File: config.mk
export PLATFORM = sky130hd
export DESIGN_NAME = rtc_support
export DESIGN_NICKNAME = d
export VERILOG_FILES = /design/src/rtc_pkg.sv /design/src/sync2.sv /design/src/rtc_support.sv
export SDC_FILE = /design/constraint.sdc
export NUM_CORES = 1
export LEC_CHECK = 0
export CAP_MARGIN = 20
export CORE_ASPECT_RATIO = 0.8
export CORE_MARGIN = 1
export CORE_UTILIZATION = 40
export CTS_CLUSTER_DIAMETER = 30
export DETAILED_ROUTE_END_ITERATION = 16
export DONT_BUFFER_PORTS = 1
export PLACE_DENSITY = 0.57
export SLEW_MARGIN = 15
export SYNTH_ARGS = -nofsm -noshare
export SYNTH_HDL_FRONTEND = slang
export SYNTH_HIERARCHICAL = 1
export SYNTH_SLANG_ARGS = --single-unit
File: constraint.sdc
create_clock -name clk -period 4.95 [get_ports clk]
set_clock_uncertainty 0.15 [all_clocks]
set_input_delay 0.2475 -clock clk [delete_from_list [all_inputs] [get_ports clk]]
set_output_delay 0.2475 -clock clk [all_outputs]
set_load 0.01 [all_outputs]
File: src/rtc_pkg.sv
// Package: offsets, field positions, reset values and timing for the RTC support block
package rtc_pkg;

  // ************************************************************
  // Clock and time figures
  // ************************************************************
  localparam int unsigned CLK_HZ          = 125_000_000;
  localparam int unsigned OSC_FAIL_MS     = 5;
  localparam int unsigned OSC_START_MAX_S = 2;
  localparam int unsigned OSC_FAIL_CYC    = CLK_HZ / 1000 * OSC_FAIL_MS;
  localparam int unsigned OSC_START_CYC   = CLK_HZ * OSC_START_MAX_S;

  // ************************************************************
  // Oscillator divider figures
  // ************************************************************
  localparam logic [15:0] SEC_CYC      = 16'h8000;
  localparam logic [15:0] CAL_SHORTEN  = 16'h0080;
  localparam logic [15:0] CAL_LENGTHEN = 16'h0100;
  localparam logic [5:0]  CAL_LAST_MIN = 6'h3e;
  localparam logic [5:0]  SEC_LAST     = 6'h3b;
  localparam logic [9:0]  DOG_DIV_LAST = 10'h3ff;
  localparam int          SQW_1HZ_BIT  = 14;
  localparam int          SQW_512_BIT  = 5;
  localparam int          SQW_4K_BIT   = 2;

  // ************************************************************
  // Register offsets
  // ************************************************************
  localparam logic [3:0] ADDR_FLAGS    = 4'h0;
  localparam logic [3:0] ADDR_ALM_SEC  = 4'h2;
  localparam logic [3:0] ADDR_ALM_DATE = 4'h5;
  localparam logic [3:0] ADDR_IRQ      = 4'h6;
  localparam logic [3:0] ADDR_DOG      = 4'h7;
  localparam logic [3:0] ADDR_TRIM     = 4'h8;

  // ************************************************************
  // Field positions
  // ************************************************************
  localparam int FLG_WRITE    = 1;
  localparam int FLG_CAL      = 2;
  localparam int FLG_OSC_FAIL_FLAG     = 4;
  localparam int FLG_AF       = 6;
  localparam int FLG_WDF      = 7;
  localparam int IRQ_WIE      = 7;
  localparam int IRQ_AIE      = 6;
  localparam int IRQ_SQWE     = 4;
  localparam int IRQ_SQ_HI    = 1;
  localparam int IRQ_SQ_LO    = 0;
  localparam int DOG_STROBE   = 7;
  localparam int DOG_LOCK     = 6;
  localparam int TRIM_OSC_DIS = 7;
  localparam int TRIM_SIGN    = 5;
  localparam int ALM_MATCH    = 7;

  // ************************************************************
  // Values after reset
  // ************************************************************
  localparam logic [7:0] TRIM_RST = 8'h00;
  localparam logic [7:0] IRQ_RST  = 8'h00;
  localparam logic [7:0] DOG_RST  = 8'h00;
  localparam logic [7:0] ALM_RST  = 8'h00;

  // ************************************************************
  // Types
  // ************************************************************
  typedef enum logic [1:0] {
    CHK_IDLE  = 2'b00,
    CHK_WATCH = 2'b01,
    CHK_OK    = 2'b10,
    CHK_FAIL  = 2'b11
  } osc_chk_t;

  typedef struct packed {
    logic       wr;
    logic       rd;
    logic [3:0] addr;
    logic [7:0] wdata;
  } reg_req_t;

  typedef struct packed {
    logic [7:0] date;
    logic [7:0] hour;
    logic [7:0] min;
    logic [7:0] sec;
  } cur_time_t;

endpackage

File: src/sync2.sv
// Two-flop synchroniser for levels entering the clk domain
module sync2 #(
  parameter int W = 1
) (
  input  wire logic         clk,
  input  wire logic         arst_n,
  input  wire logic [W-1:0] d,
  output logic      [W-1:0] q
);
  logic [W-1:0] meta_r;

  always_ff @(posedge clk or negedge arst_n) begin
    if (!arst_n) begin
      meta_r <= '0;
      q      <= '0;
    end else begin
      meta_r <= d;
      q      <= meta_r;
    end
  end
endmodule // sync2

File: src/rtc_support.sv
// RTC support: oscillator check, calibration, alarm, watchdog, square wave, backup
// How it works
// - Trim bit 7 set stops the oscillator; cleared (shipping state) runs it.
// - After re-enable the oscillator must start within two seconds.
// - On power-up, enabled oscillator silent for 5 ms sets the fail flag.
// - On failure time reloads base time; control and trim stay untouched.
// - Trim holds magnitude 0..31 in bits 4:0, sign in bit 5.
// - 64-minute cycle; one second shortened 128 or lengthened 256 cycles.
// - Magnitude N modifies first 2N minutes, once each, at most 62.
// - Calibration test bit drives uncalibrated 512 Hz on interrupt pin.
// - Alarm match sets alarm flag; pin driven only with alarm enable.
// - Each alarm field's match bit: 0 compares it, 1 ignores it.
// - Reading flags clears alarm, watchdog flags and releases the pin.
// - Alarm writes take effect when write-unlock returns to zero.
// - Watchdog counts down on 32 Hz tick, only with oscillator running.
// - Watchdog loads at power-up and reloads on every strobe write.
// - Watchdog reaching zero sets its flag; pin driven with its enable.
// - Watchdog timeout field writable only while its lock bit is zero.
// - Timeout value zero disables the watchdog completely.
// - Square wave 1, 512, 4096, 32768 Hz; silent on backup power.
// - On backup power register access blocked, timekeeping keeps running.
// - Write-unlock freezes time; clearing it commits values to counters.
// - Frequency select 00 1 Hz, 01 512, 10 4096, 11 32768 Hz.
module rtc_support
  import rtc_pkg::*;
#(
  parameter int unsigned FAIL_WIN  = rtc_pkg::OSC_FAIL_CYC,
  parameter int unsigned START_WIN = rtc_pkg::OSC_START_CYC
) (
  input  wire logic              clk,
  input  wire logic              arst_n,
  input  wire logic              osc_in,
  input  wire logic              vcc_ok,
  input  wire rtc_pkg::reg_req_t reg_req,
  input  wire rtc_pkg::cur_time_t cur_time,
  output logic [7:0]             reg_rdata,
  output logic                   osc_enable,
  output logic                   sec_tick,
  output logic                   time_frozen,
  output logic                   time_commit,
  output logic                   time_reload,
  output logic                   int_out,
  output logic                   int_oe
);
  import rtc_pkg::*;

  // ************************************************************
  // Pin synchronisation and edges
  // ************************************************************
  logic [1:0]  pins_s;
  logic        osc_q_r;
  logic        vcc_q_r;
  logic        osc_rise;
  logic        vcc_rise;
  logic        backup;

  sync2 #(.W(2)) u_sync (
    .clk    (clk),
    .arst_n (arst_n),
    .d      ({vcc_ok, osc_in}),
    .q      (pins_s)
  );

  always_ff @(posedge clk or negedge arst_n) begin
    if (!arst_n) begin
      osc_q_r <= 1'b0;
      vcc_q_r <= 1'b0;
    end else begin
      osc_q_r <= pins_s[0];
      vcc_q_r <= pins_s[1];
    end
  end

  assign osc_rise = pins_s[0] & ~osc_q_r;
  assign vcc_rise = pins_s[1] & ~vcc_q_r;
  assign backup   = ~pins_s[1];

  // ************************************************************
  // Register access decode
  // ************************************************************
  logic       wr_ok;
  logic       rd_ok;
  logic       flags_rd;
  logic       unlock_r;
  logic       cal_test_r;
  logic       osc_fail_flag_r;
  logic       alarm_match_flag_r;
  logic       dog_timeout_flag_r;
  logic [7:0] irq_r;
  logic [7:0] trim_r;
  logic [5:0] dog_value_r;
  logic       dog_value_lock_r;
  logic       dog_strobe;
  logic [5:0] dog_value_nxt;
  logic [7:0] alm_stage_r [0:3];
  logic [7:0] alm_live_r  [0:3];
  logic [1:0] alm_idx;
  logic       alm_addr;
  logic       unlock_fall;

  // Backup blocks access
  // access blocked
  assign wr_ok    = reg_req.wr & ~backup;
  assign rd_ok    = reg_req.rd & ~backup;
  assign flags_rd = rd_ok && (reg_req.addr == ADDR_FLAGS);
  assign alm_addr = (reg_req.addr >= ADDR_ALM_SEC) && (reg_req.addr <= ADDR_ALM_DATE);
  assign alm_idx  = 2'(reg_req.addr - ADDR_ALM_SEC);
  assign dog_strobe = wr_ok && (reg_req.addr == ADDR_DOG) && reg_req.wdata[DOG_STROBE];
  assign unlock_fall = wr_ok && (reg_req.addr == ADDR_FLAGS) && unlock_r && !reg_req.wdata[FLG_WRITE];

  // Write-unlock and calibration test bit
  always_ff @(posedge clk or negedge arst_n) begin
    if (!arst_n) begin
      unlock_r   <= 1'b0;
      cal_test_r <= 1'b0;
    end else if (wr_ok && reg_req.addr == ADDR_FLAGS) begin
      unlock_r <= reg_req.wdata[FLG_WRITE];
      if (unlock_r) begin
        cal_test_r <= reg_req.wdata[FLG_CAL];
      end
    end
  end

  // Interrupt control and trim registers
  always_ff @(posedge clk or negedge arst_n) begin
    if (!arst_n) begin
      irq_r  <= IRQ_RST;
      trim_r <= TRIM_RST;
    end else if (wr_ok && reg_req.addr == ADDR_IRQ) begin
      irq_r <= reg_req.wdata;
    end else if (wr_ok && reg_req.addr == ADDR_TRIM) begin
      trim_r <= {reg_req.wdata[7], 1'b0, reg_req.wdata[5:0]};
    end
  end

  always_comb begin
    dog_value_nxt = dog_value_r;
    if (wr_ok && reg_req.addr == ADDR_DOG && !dog_value_lock_r && !reg_req.wdata[DOG_LOCK]) begin
      dog_value_nxt = reg_req.wdata[5:0];
    end
  end

  always_ff @(posedge clk or negedge arst_n) begin
    if (!arst_n) begin
      dog_value_r      <= DOG_RST[5:0];
      dog_value_lock_r <= DOG_RST[DOG_LOCK];
    end else begin
      dog_value_r <= dog_value_nxt;
      if (wr_ok && reg_req.addr == ADDR_DOG) begin
        dog_value_lock_r <= reg_req.wdata[DOG_LOCK];
      end
    end
  end

  always_ff @(posedge clk or negedge arst_n) begin
    if (!arst_n) begin
      for (int i = 0; i < 4; i++) begin
        alm_stage_r[i] <= ALM_RST;
        alm_live_r[i]  <= ALM_RST;
      end
    end else begin
      if (wr_ok && alm_addr && unlock_r) begin
        alm_stage_r[alm_idx] <= reg_req.wdata;
      end
      if (unlock_fall) begin
        for (int i = 0; i < 4; i++) begin
          alm_live_r[i] <= alm_stage_r[i];
        end
      end
    end
  end

  always_ff @(posedge clk or negedge arst_n) begin
    if (!arst_n) begin
      time_frozen <= 1'b0;
      time_commit <= 1'b0;
    end else begin
      time_frozen <= unlock_r;
      time_commit <= unlock_fall;
    end
  end

  // Read data
  always_ff @(posedge clk or negedge arst_n) begin
    if (!arst_n) begin
      reg_rdata <= 8'h00;
    end else if (rd_ok) begin
      if (reg_req.addr == ADDR_FLAGS) begin
        reg_rdata <= {dog_timeout_flag_r, alarm_match_flag_r, 1'b0, osc_fail_flag_r,
                      1'b0, cal_test_r, unlock_r, 1'b0};
      end else if (alm_addr) begin
        reg_rdata <= alm_stage_r[alm_idx];
      end else if (reg_req.addr == ADDR_IRQ) begin
        reg_rdata <= irq_r;
      end else if (reg_req.addr == ADDR_DOG) begin
        reg_rdata <= {1'b0, dog_value_lock_r, dog_value_r};
      end else if (reg_req.addr == ADDR_TRIM) begin
        reg_rdata <= trim_r;
      end else begin
        reg_rdata <= 8'h00;
      end
    end else if (reg_req.rd) begin
      reg_rdata <= 8'h00;
    end
  end

  // ************************************************************
  // Oscillator enable and failure check
  // ************************************************************
  osc_chk_t   chk_r;
  logic [31:0] win_cnt_r;
  logic [31:0] win_lim_r;
  logic        osc_dis_q_r;
  logic        osc_fail_set;
  logic        osc_running;

  assign osc_running  = (chk_r == CHK_OK);
  assign osc_fail_set = (chk_r == CHK_WATCH) && (win_cnt_r >= win_lim_r) && !osc_rise;

  always_ff @(posedge clk or negedge arst_n) begin
    if (!arst_n) begin
      osc_enable  <= 1'b0;
      osc_dis_q_r <= 1'b1;
    end else begin
      osc_enable  <= ~trim_r[TRIM_OSC_DIS];
      osc_dis_q_r <= trim_r[TRIM_OSC_DIS];
    end
  end

  always_ff @(posedge clk or negedge arst_n) begin
    if (!arst_n) begin
      chk_r     <= CHK_IDLE;
      win_cnt_r <= 32'h0;
      win_lim_r <= 32'h0;
    end else if (trim_r[TRIM_OSC_DIS]) begin
      chk_r <= CHK_IDLE;
    end else if (vcc_rise) begin
      chk_r     <= CHK_WATCH;
      win_cnt_r <= 32'h0;
      win_lim_r <= 32'(FAIL_WIN);
    end else if (osc_dis_q_r) begin
      chk_r     <= CHK_WATCH;
      win_cnt_r <= 32'h0;
      win_lim_r <= 32'(START_WIN);
    end else begin
      case (chk_r)
        CHK_IDLE: begin
          chk_r <= CHK_WATCH;
          win_cnt_r <= 32'h0;
          win_lim_r <= 32'(START_WIN);
        end
        CHK_WATCH: begin
          win_cnt_r <= win_cnt_r + 32'h1;
          if (osc_rise) begin
            chk_r <= CHK_OK;
          end else if (osc_fail_set) begin
            chk_r <= CHK_FAIL;
          end
        end
        CHK_FAIL: begin
          if (osc_rise) begin
            chk_r <= CHK_OK;
          end
        end
        default: begin
          chk_r <= CHK_OK;
        end
      endcase
    end
  end

  always_ff @(posedge clk or negedge arst_n) begin
    if (!arst_n) begin
      time_reload <= 1'b0;
    end else begin
      time_reload <= osc_fail_set;
    end
  end

  // ************************************************************
  // Flags: set wins over clear
  // ************************************************************
  logic alarm_set;
  logic dog_expire;

  always_ff @(posedge clk or negedge arst_n) begin
    if (!arst_n) begin
      osc_fail_flag_r    <= 1'b0;
      alarm_match_flag_r <= 1'b0;
      dog_timeout_flag_r <= 1'b0;
    end else begin
      if (osc_fail_set) begin
        osc_fail_flag_r <= 1'b1;
      end else if (wr_ok && reg_req.addr == ADDR_FLAGS && unlock_r && !reg_req.wdata[FLG_OSC_FAIL_FLAG]) begin
        osc_fail_flag_r <= 1'b0;
      end
      if (alarm_set) begin
        alarm_match_flag_r <= 1'b1;
      end else if (flags_rd) begin
        alarm_match_flag_r <= 1'b0;
      end
      if (dog_expire) begin
        dog_timeout_flag_r <= 1'b1;
      end else if (flags_rd) begin
        dog_timeout_flag_r <= 1'b0;
      end
    end
  end

  // ************************************************************
  // Divider chain with calibration
  // ************************************************************
  logic [14:0] osc_cnt_r;
  logic [15:0] div_cnt_r;
  logic [5:0]  sec_idx_r;
  logic [5:0]  min_idx_r;
  logic        cal_mod;
  logic [15:0] sec_last;
  logic        tick32;

  assign cal_mod = (sec_idx_r == 6'h00) && (min_idx_r < {trim_r[4:0], 1'b0})
                   && (min_idx_r < CAL_LAST_MIN);
  assign sec_last = !cal_mod ? SEC_CYC - 16'h1 :
                    trim_r[TRIM_SIGN] ? SEC_CYC + CAL_LENGTHEN - 16'h1 :
                    SEC_CYC - CAL_SHORTEN - 16'h1;
  assign tick32 = osc_rise && (osc_cnt_r[9:0] == DOG_DIV_LAST);

  always_ff @(posedge clk or negedge arst_n) begin
    if (!arst_n) begin
      osc_cnt_r <= 15'h0;
      div_cnt_r <= 16'h0;
      sec_idx_r <= 6'h0;
      min_idx_r <= 6'h0;
      sec_tick  <= 1'b0;
    end else begin
      sec_tick <= 1'b0;
      if (osc_rise) begin
        osc_cnt_r <= osc_cnt_r + 15'h1;
        if (div_cnt_r >= sec_last) begin
          div_cnt_r <= 16'h0;
          sec_tick  <= 1'b1;
          if (sec_idx_r == SEC_LAST) begin
            sec_idx_r <= 6'h0;
            min_idx_r <= min_idx_r + 6'h1;
          end else begin
            sec_idx_r <= sec_idx_r + 6'h1;
          end
        end else begin
          div_cnt_r <= div_cnt_r + 16'h1;
        end
      end
    end
  end

  // ************************************************************
  // Alarm compare
  // ************************************************************
  logic [7:0] cur_f [0:3];
  logic [3:0] fld_ok;
  logic       match_q_r;

  assign cur_f[0] = cur_time.sec;
  assign cur_f[1] = cur_time.min;
  assign cur_f[2] = cur_time.hour;
  assign cur_f[3] = cur_time.date;

  always_comb begin
    for (int i = 0; i < 4; i++) begin
      fld_ok[i] = alm_live_r[i][ALM_MATCH] || (alm_live_r[i][6:0] == cur_f[i][6:0]);
    end
  end

  assign alarm_set = (&fld_ok) && !match_q_r;

  always_ff @(posedge clk or negedge arst_n) begin
    if (!arst_n) begin
      match_q_r <= 1'b1;
    end else begin
      match_q_r <= &fld_ok;
    end
  end

  // ************************************************************
  // Watchdog
  // ************************************************************
  logic [5:0] dog_cnt_r;

  assign dog_expire = tick32 && osc_running && (dog_value_r != 6'h0) && (dog_cnt_r == 6'h1)
                      && !dog_strobe && !vcc_rise;

  always_ff @(posedge clk or negedge arst_n) begin
    if (!arst_n) begin
      dog_cnt_r <= DOG_RST[5:0];
    end else if (vcc_rise || dog_strobe) begin
      dog_cnt_r <= dog_value_nxt;
    end else if (tick32 && osc_running && dog_value_r != 6'h0 && dog_cnt_r != 6'h0) begin
      dog_cnt_r <= dog_cnt_r - 6'h1;
    end
  end

  // ************************************************************
  // Interrupt pin
  // ************************************************************
  logic sqw_level;
  logic irq_pend;

  always_comb begin
    case ({irq_r[IRQ_SQ_HI], irq_r[IRQ_SQ_LO]})
      2'b00:   sqw_level = osc_cnt_r[SQW_1HZ_BIT];
      2'b01:   sqw_level = osc_cnt_r[SQW_512_BIT];
      2'b10:   sqw_level = osc_cnt_r[SQW_4K_BIT];
      default: sqw_level = pins_s[0];
    endcase
  end

  assign irq_pend = (dog_timeout_flag_r && irq_r[IRQ_WIE]) || (alarm_match_flag_r && irq_r[IRQ_AIE]);

  always_ff @(posedge clk or negedge arst_n) begin
    if (!arst_n) begin
      int_out <= 1'b0;
      int_oe  <= 1'b0;
    end else if (backup) begin
      int_out <= 1'b0;
      int_oe  <= 1'b0;
    end else if (cal_test_r) begin
      int_out <= osc_cnt_r[SQW_512_BIT];
      int_oe  <= 1'b1;
    end else if (irq_r[IRQ_SQWE]) begin
      int_out <= sqw_level;
      int_oe  <= 1'b1;
    end else begin
      int_out <= irq_pend;
      int_oe  <= irq_pend;
    end
  end
endmodule // rtc_support

Yosys cells after proc, flatten, opt, wreduce, memory -nomap -nowiden

Index checks and enable logic that the tools add are counted.

Multiplexer cells: 47
Reduce and logical (&&, ||, !) cells: 64
Bitwise operators: 9
Magnitude comparators: 8
Equality and inequality tests: 17
Add/sub/neg operators: 7

Operators with widths:

| operator              | count |
|---|---|
| $mux 32               | 5 |
| $mux 8                | 10 |
| $pmux 32 s2           | 1 |
| $mux 16               | 3 |
| $add 32x1->32 const B | 1 |
| $bwmux 32             | 1 |
| $ge 32x32->1          | 1 |
| $logic_and 1x1->1     | 29 |
| $eq 7x7->1            | 4 |
| $mux 6                | 4 |
| $add 16x1->16 const B | 1 |
| $bmux 8 s2            | 1 |
| $demux 8 s2           | 1 |
| $ge 16x16->1          | 1 |
| $add 15x1->15 const B | 1 |
| $mux 1                | 13 |
| $add 6x1->6 const B   | 2 |
| $mux 2                | 6 |
| $reduce_and 2->1      | 6 |
| $reduce_bool 6->1     | 2 |
| $eq 10x10->1 const B  | 1 |
| $reduce_bool 2->1     | 5 |
| $eq 4x3->1 const B    | 2 |
| $logic_not 1->1       | 8 |
| other kinds (28)      | 43 |

Bits in registers: 229
Output and inout bits: 15
Input bits: 50

Depth between registers and ports, before layout

Depth in word-level cells: 10
Mapped depth: 15
Mapped depth without buffers: 14

By module

Netlist, hierarchy kept.

Modules (own cells, without submodules):

| module      | cells each | area an instance (µm²) | instances | seq. area each (µm²) |
|---|---|---|---|---|
| rtc_support | 875        | 9,733.1                | 1         | 4,907.2 |
| sync2       | 4          | 100.1                  | 1         | 100.1 |

Worst setup path before layout

Ideal clock, no wire load.

Path type: register to register
Start: register min_idx_r[5]
End: register min_idx_r[1]
Cell stages (with the launch flop): 14
Data required time: 4,673 ps
Library setup time: 127 ps
Setup slack: 1,491 ps
Data arrival time: 3,182 ps
Cells stage by stage: dfrtp_1 > ha_1 > or4b_1 > a211o_1 > a31oi_4 > nor2b_1 > ha_1 > and4_1 > a21oi_1 > nand3_1 > a311oi_2 > nor2_4 > nand2_2 > mux2_1

Word-level cells in the longest chain between the ends: 6
Elaborated cells between the ends (all ways): 7

Ends and longest elaborated chain:

| item                         | line               | source |
|---|---|---|
| from (decl)                  | rtc_support.sv:316 | `logic [5:0] min_idx_r;` |
| from (signal assigned)       | rtc_support.sv:344 | `min_idx_r <= min_idx_r + 6'h1;` |
| $lt 6x6->1                   | rtc_support.sv:321 | `assign cal_mod = (sec_idx_r == 6'h00) && (min_idx_r < {trim_r[4:0], 1'b0})` |
| $logic_and 1x1->1            | rtc_support.sv:321 |  |
| $logic_and 1x1->1 *          | rtc_support.sv:322 | `&& (min_idx_r < CAL_LAST_MIN);` |
| $mux 16 *                    | rtc_support.sv:323 | `assign sec_last = !cal_mod ? SEC_CYC - 16'h1 :` |
| $ge 16x16->1 *               | rtc_support.sv:339 | `if (div_cnt_r >= sec_last) begin` |
| $reduce_and 3->1 (no line) * | n/a                |  |

Every way passes the cells marked *; elsewhere a longest branch is shown, timed or not.
A chain may end at the register's enable or synchronous reset.

Worst setup path in the final report

Start: register trim_r[4]
End: register min_idx_r[1]

Word-level cells in the longest chain between the ends: 6

Ends and longest elaborated chain:

| item                       | line               | source |
|---|---|---|
| from (decl)                | rtc_support.sv:90  | `logic [7:0] trim_r;` |
| from (signal assigned)     | rtc_support.sv:132 | `trim_r <= {reg_req.wdata[7], 1'b0, reg_req.wdata[5:0]};` |
| $lt 6x6->1                 | rtc_support.sv:321 |  |
| $logic_and 1x1->1          | rtc_support.sv:321 |  |
| $logic_and 1x1->1          | rtc_support.sv:322 |  |
| $mux 16                    | rtc_support.sv:323 |  |
| $ge 16x16->1               | rtc_support.sv:339 |  |
| $reduce_and 3->1 (no line) | n/a                |  |

Every way passes these cells.

==> summary.md <==
| Metric | Value |
|---|---|
| Status | finished, violations left |
| Failing checks | negative hold slack |
| Reg2reg path depth | 14 |
| Wire per inst | 18.59 um |
| WS Path Type | flop to flop |
| Clk sinks | 200 |
| CTS buffer count | 17 |
| Fin crit share | 78.53% |
| Core area | 23770 um^2 |
| Commonest non-fill, non-tap cells in the layout | dfrtp_1, mux2_2, nand2_1, nor2_1, o21ai_0 |
| Sequential share of the synthesized area | 50.92% |
| Register area | 5007 um^2 |
| Seq cells post-synth | 200 |
| Leakage power | 5.060 nW |
| Clock-pin slew on the worst setup and hold paths | ~0.070 ns |
| Switching power | 1.042 mW |
| Fin. max-slew vios | 0 |
| Simple-gate area share of the yosys netlist | 13.70% |
| Fill count | 2212 |
| Gpl congestion | approximately 0.82 |
| Iteration-0 DRC Markers | between 500 and 600 |
| EDFF count, synth | 0 |
| Multi-input gate area | 4554 um^2 |
| Total Nets Final | just under 1000 |
| Mux contribution to synthesized area | 11.78% |
| Reg-to-Reg Start | trim_r[4]$_DFFE_PN0P_ |
| Async S/R FF share, synth | 100.0% |
| Postcts setup bufs | 0 |
| Post-synth top flop | dfrtp_1 |
| Synth Area in Compound Gates | a little under a tenth |
| Largest net degree at the start of global routing | between 200 and 250 |
| Worst-Skew Late Latency | 0.44 ns |
| Synthesized area per cell | approximately 11 um^2 |
| Worst Path Arrival | 4.06 ns |
| Drt drc | 0 |
| Reg2Reg Setup Slack | 1.06 ns |
| IO Count | 65 |
| Die ar. | 25220 um^2 |
| Crit path time final | 3.887 ns |
| Synth Area in Adders | 4.453% |
| Yosys cell types | 64 |
| Layout area overhead | 11.16% |
| Relative max-transition margin | between 30% and 40% |
| Layout cells sized above 1 | between 15 and 20% |
| Total Wirelength | ~23000 um |
| CTS Hold Bufs | 19 |
| Final setup TNS | 0 ns |
| Sw frac | 28.05% |
| PostCTS Resize Cnt | 0 |
| Sequential Power Share | 51.0% |
| Critical Path Start Type | flop |
| Post-Syn Area | between 9000 and 10000 um^2 |
| Die Y | approximately 140 um |
| Via count | 6722 |
| Comb pwr share | 10.6% |
| Max FO, Critical Path | 27 |
| Most common library cell in the layout ignoring fill and taps | dfrtp_1 |
| Max-cap violations | 0 |
| Crit. End Element | flop |
| Starting Density | 41.36% |
| CTS Root Cell | clkbuf_16 |
| CTS tree | done |
| Die X | 177.3 um |
| Worst hold path class | primary input to async pin |
| F_max | 0.2572 GHz |
| Syn nets | 964 |
| Total GRT Usage | 19.01% |
| Min Hold Slack | -0.6508 ns |
| RSZ-0062 raised after global routing | false |
| XOR/XNOR Fraction of Synth Area | between 7 and 8% |
| Vias in the first global route | roughly 6300 |
| Port Buffers | 0 |
| CP required | 5.12 ns |
| Internal | 2.673 mW |
| Worst VDD drop | around 0.25 mV |
| Ys Warns | 6 |
| Total overflow reported by the global router | 0 |
| Fin. Hold Viols | 200 |
| Core Rows | 50 |
| Post-DRT Antenna Nets | 0 |
| Clock power share | 38.4% |
| Mapped Cells | ~900 |
| Worst-margin pin slew | roughly 0.9 ns |
| Reg2reg end | min_idx_r[1]$_DFFE_PN0P_ |
| Largest family of logic cells by synthesized area | simple AND/OR/NAND/NOR gates |
| Power Density | 339.9 nW/um^2 |
| # setup viols final | 0 |
| Initial antenna violation count | 0 |
| Via density | approximately 5.5 |
| Diodes inserted | 0 |
| H-tree depth | 4 |
| DRT Pass-1 Iters | 6 |
| First-pass GRT wire length | 36620 um |
| CTS max path bufs | 2 |
| DP HPWL | 15400 um |
==> power by group through the flow <==
stage	clock [mW]	combinational (mW)	sequential (mW)
finish	1.43	0.392	1.90
global route	1.53	0.449	1.91
CTS	1.47	0.397	1.89
detailed placement	0	0.371	1.92
global placement	0	0.361	1.92
floorplan	0	0.311	1.87
==> cells in the mapped netlist (all sizes together) (5+ instances only) <==
| cell | number | area share, % |
|---|---|---|
| xor2 | 38 | 3.4 |
| nor2 | 63 | 2.5 |
| ha | 35 | 4.5 |
| nand2 | 63 | 2.4 |
| a21oi | 23 | 1.2 |
| o21ai | 47 | 2.4 |
| xnor2 | 42 | 3.7 |
| buf | 13 | 0.69 |
| o22ai | 11 | 0.70 |
| dfrtp | 198 | 50 |
| a41oi | 5 | 0.45 |
| nor4 | 14 | 0.95 |
| nand4 | 15 | 0.95 |
| mux2 | 86 | 9.8 |
| nor3 | 10 | 0.56 |
| nand3 | 42 | 2.1 |
| nor2b | 8 | 0.51 |
| mux4 | 8 | 1.8 |
| inv | 40 | 1.5 |
| clkbuf | 15 | 0.57 |
| a22o | 7 | 0.62 |
| nand2b | 5 | 0.32 |
| a31oi | 8 | 0.66 |
| and3 | 17 | 1.1 |
| a221oi | 6 | 0.53 |
| and4 | 8 | 0.71 |
==> worst max-delay path by stage <==
stage / start / endpoint / slack [ns] / cells after the start
2_1_floorplan: min_idx_r[5]$_DFFE_PN0P_ / min_idx_r[1]$_DFFE_PN0P_ / 1.49 / 13
3_3_place_gp: trim_r[4]$_DFFE_PN0P_ / min_idx_r[1]$_DFFE_PN0P_ / 1.14 / 14
3_5_place_dp: trim_r[4]$_DFFE_PN0P_ / min_idx_r[1]$_DFFE_PN0P_ / 1.06 / 14
4_1_cts: trim_r[4]$_DFFE_PN0P_ / min_idx_r[1]$_DFFE_PN0P_ / 1.04 / 14
5_1_grt: trim_r[4]$_DFFE_PN0P_ / sec_idx_r[2]$_DFFE_PN0P_ / 0.80 / 14
6_report: trim_r[4]$_DFFE_PN0P_ / min_idx_r[1]$_DFFE_PN0P_ / 1.06 / 14
==> state kept, by name, indices dropped and copies added (netlist names), 6 cells and up <==
| signal | count |
|---|---|
| div_cnt_r | 16 |
| dog_cnt_r | 6 |
| dog_value_r | 6 |
| alm_live_r | 32 |
| alm_stage_r | 32 |
| min_idx_r | 6 |
| irq_r | 8 |
| osc_cnt_r | 15 |
| trim_r | 7 |
| win_cnt_r | 32 |
| sec_idx_r | 6 |
| reg_rdata | 8 |
==> critical path, stage by stage (launching register included) <==
cell      delay (ns)
dfrtp_1         0.38
inv_1           0.07
ha_1            0.19
or4b_1          0.47
a211o_1         0.27
a31oi_4         0.20
nor2b_1         0.16
ha_1            0.23
and4_1          0.19
a21oi_1         0.20
nand3_1         0.15
a311oi_2        0.43
nor2_4          0.22
nand2_2         0.13
mux2_1          0.32
==> cell families after synthesis <==
logic type,after synthesis
AOI/OAI and AO/OA,137
muxes,95
and+or+nand+nor,264
DFF,200
adders and majority gates,35
xor gates and xnor gates,80
buffers and inverters,68
==> area by class of cell <==
type	count	share of cell area, %
clock inverter	14	1.339
multi-input combinational	611	41.67
timing repair buffer	26	2.221
tap	312	3.571
sequential	200	45.81
clock buffer	18	4.018
inverter	40	1.374
==> per-layer routing <==
metal | vias to the layer above | part of all wire, % | global-route usage [%]
met3 | 22 | 5.3 | 4.434
met1 | 3345 | 53 | 30.58
met4 | 0 | 1.3 | 5.668
met2 | 157 | 41 | 24.55
li1 | 3198 | - | -
met5 | - | 0 | 0
==> per-stage QoR <==
| stage | worst slack (ns) | instance area (um^2) | instances | power (mW) | util [%] |
|---|---|---|---|---|---|
| 6_report | 1.063 | 10930 | 1221 | 3.715 | 45.98 |
| 5_1_grt | 0.7973 | 10930 | 1221 | 3.892 | 45.98 |
| 4_1_cts | 1.044 | 10930 | 1221 | 3.758 | 45.98 |
| 3_5_place_dp | 1.056 | 10150 | 1170 | 2.294 | 42.72 |
| 3_3_place_gp | 1.143 | 10150 | 1170 | 2.282 | 42.72 |
| 2_1_floorplan | 1.491 | 9833 | 879 | 2.178 | - |
Power figures use the tool's default switching activity.
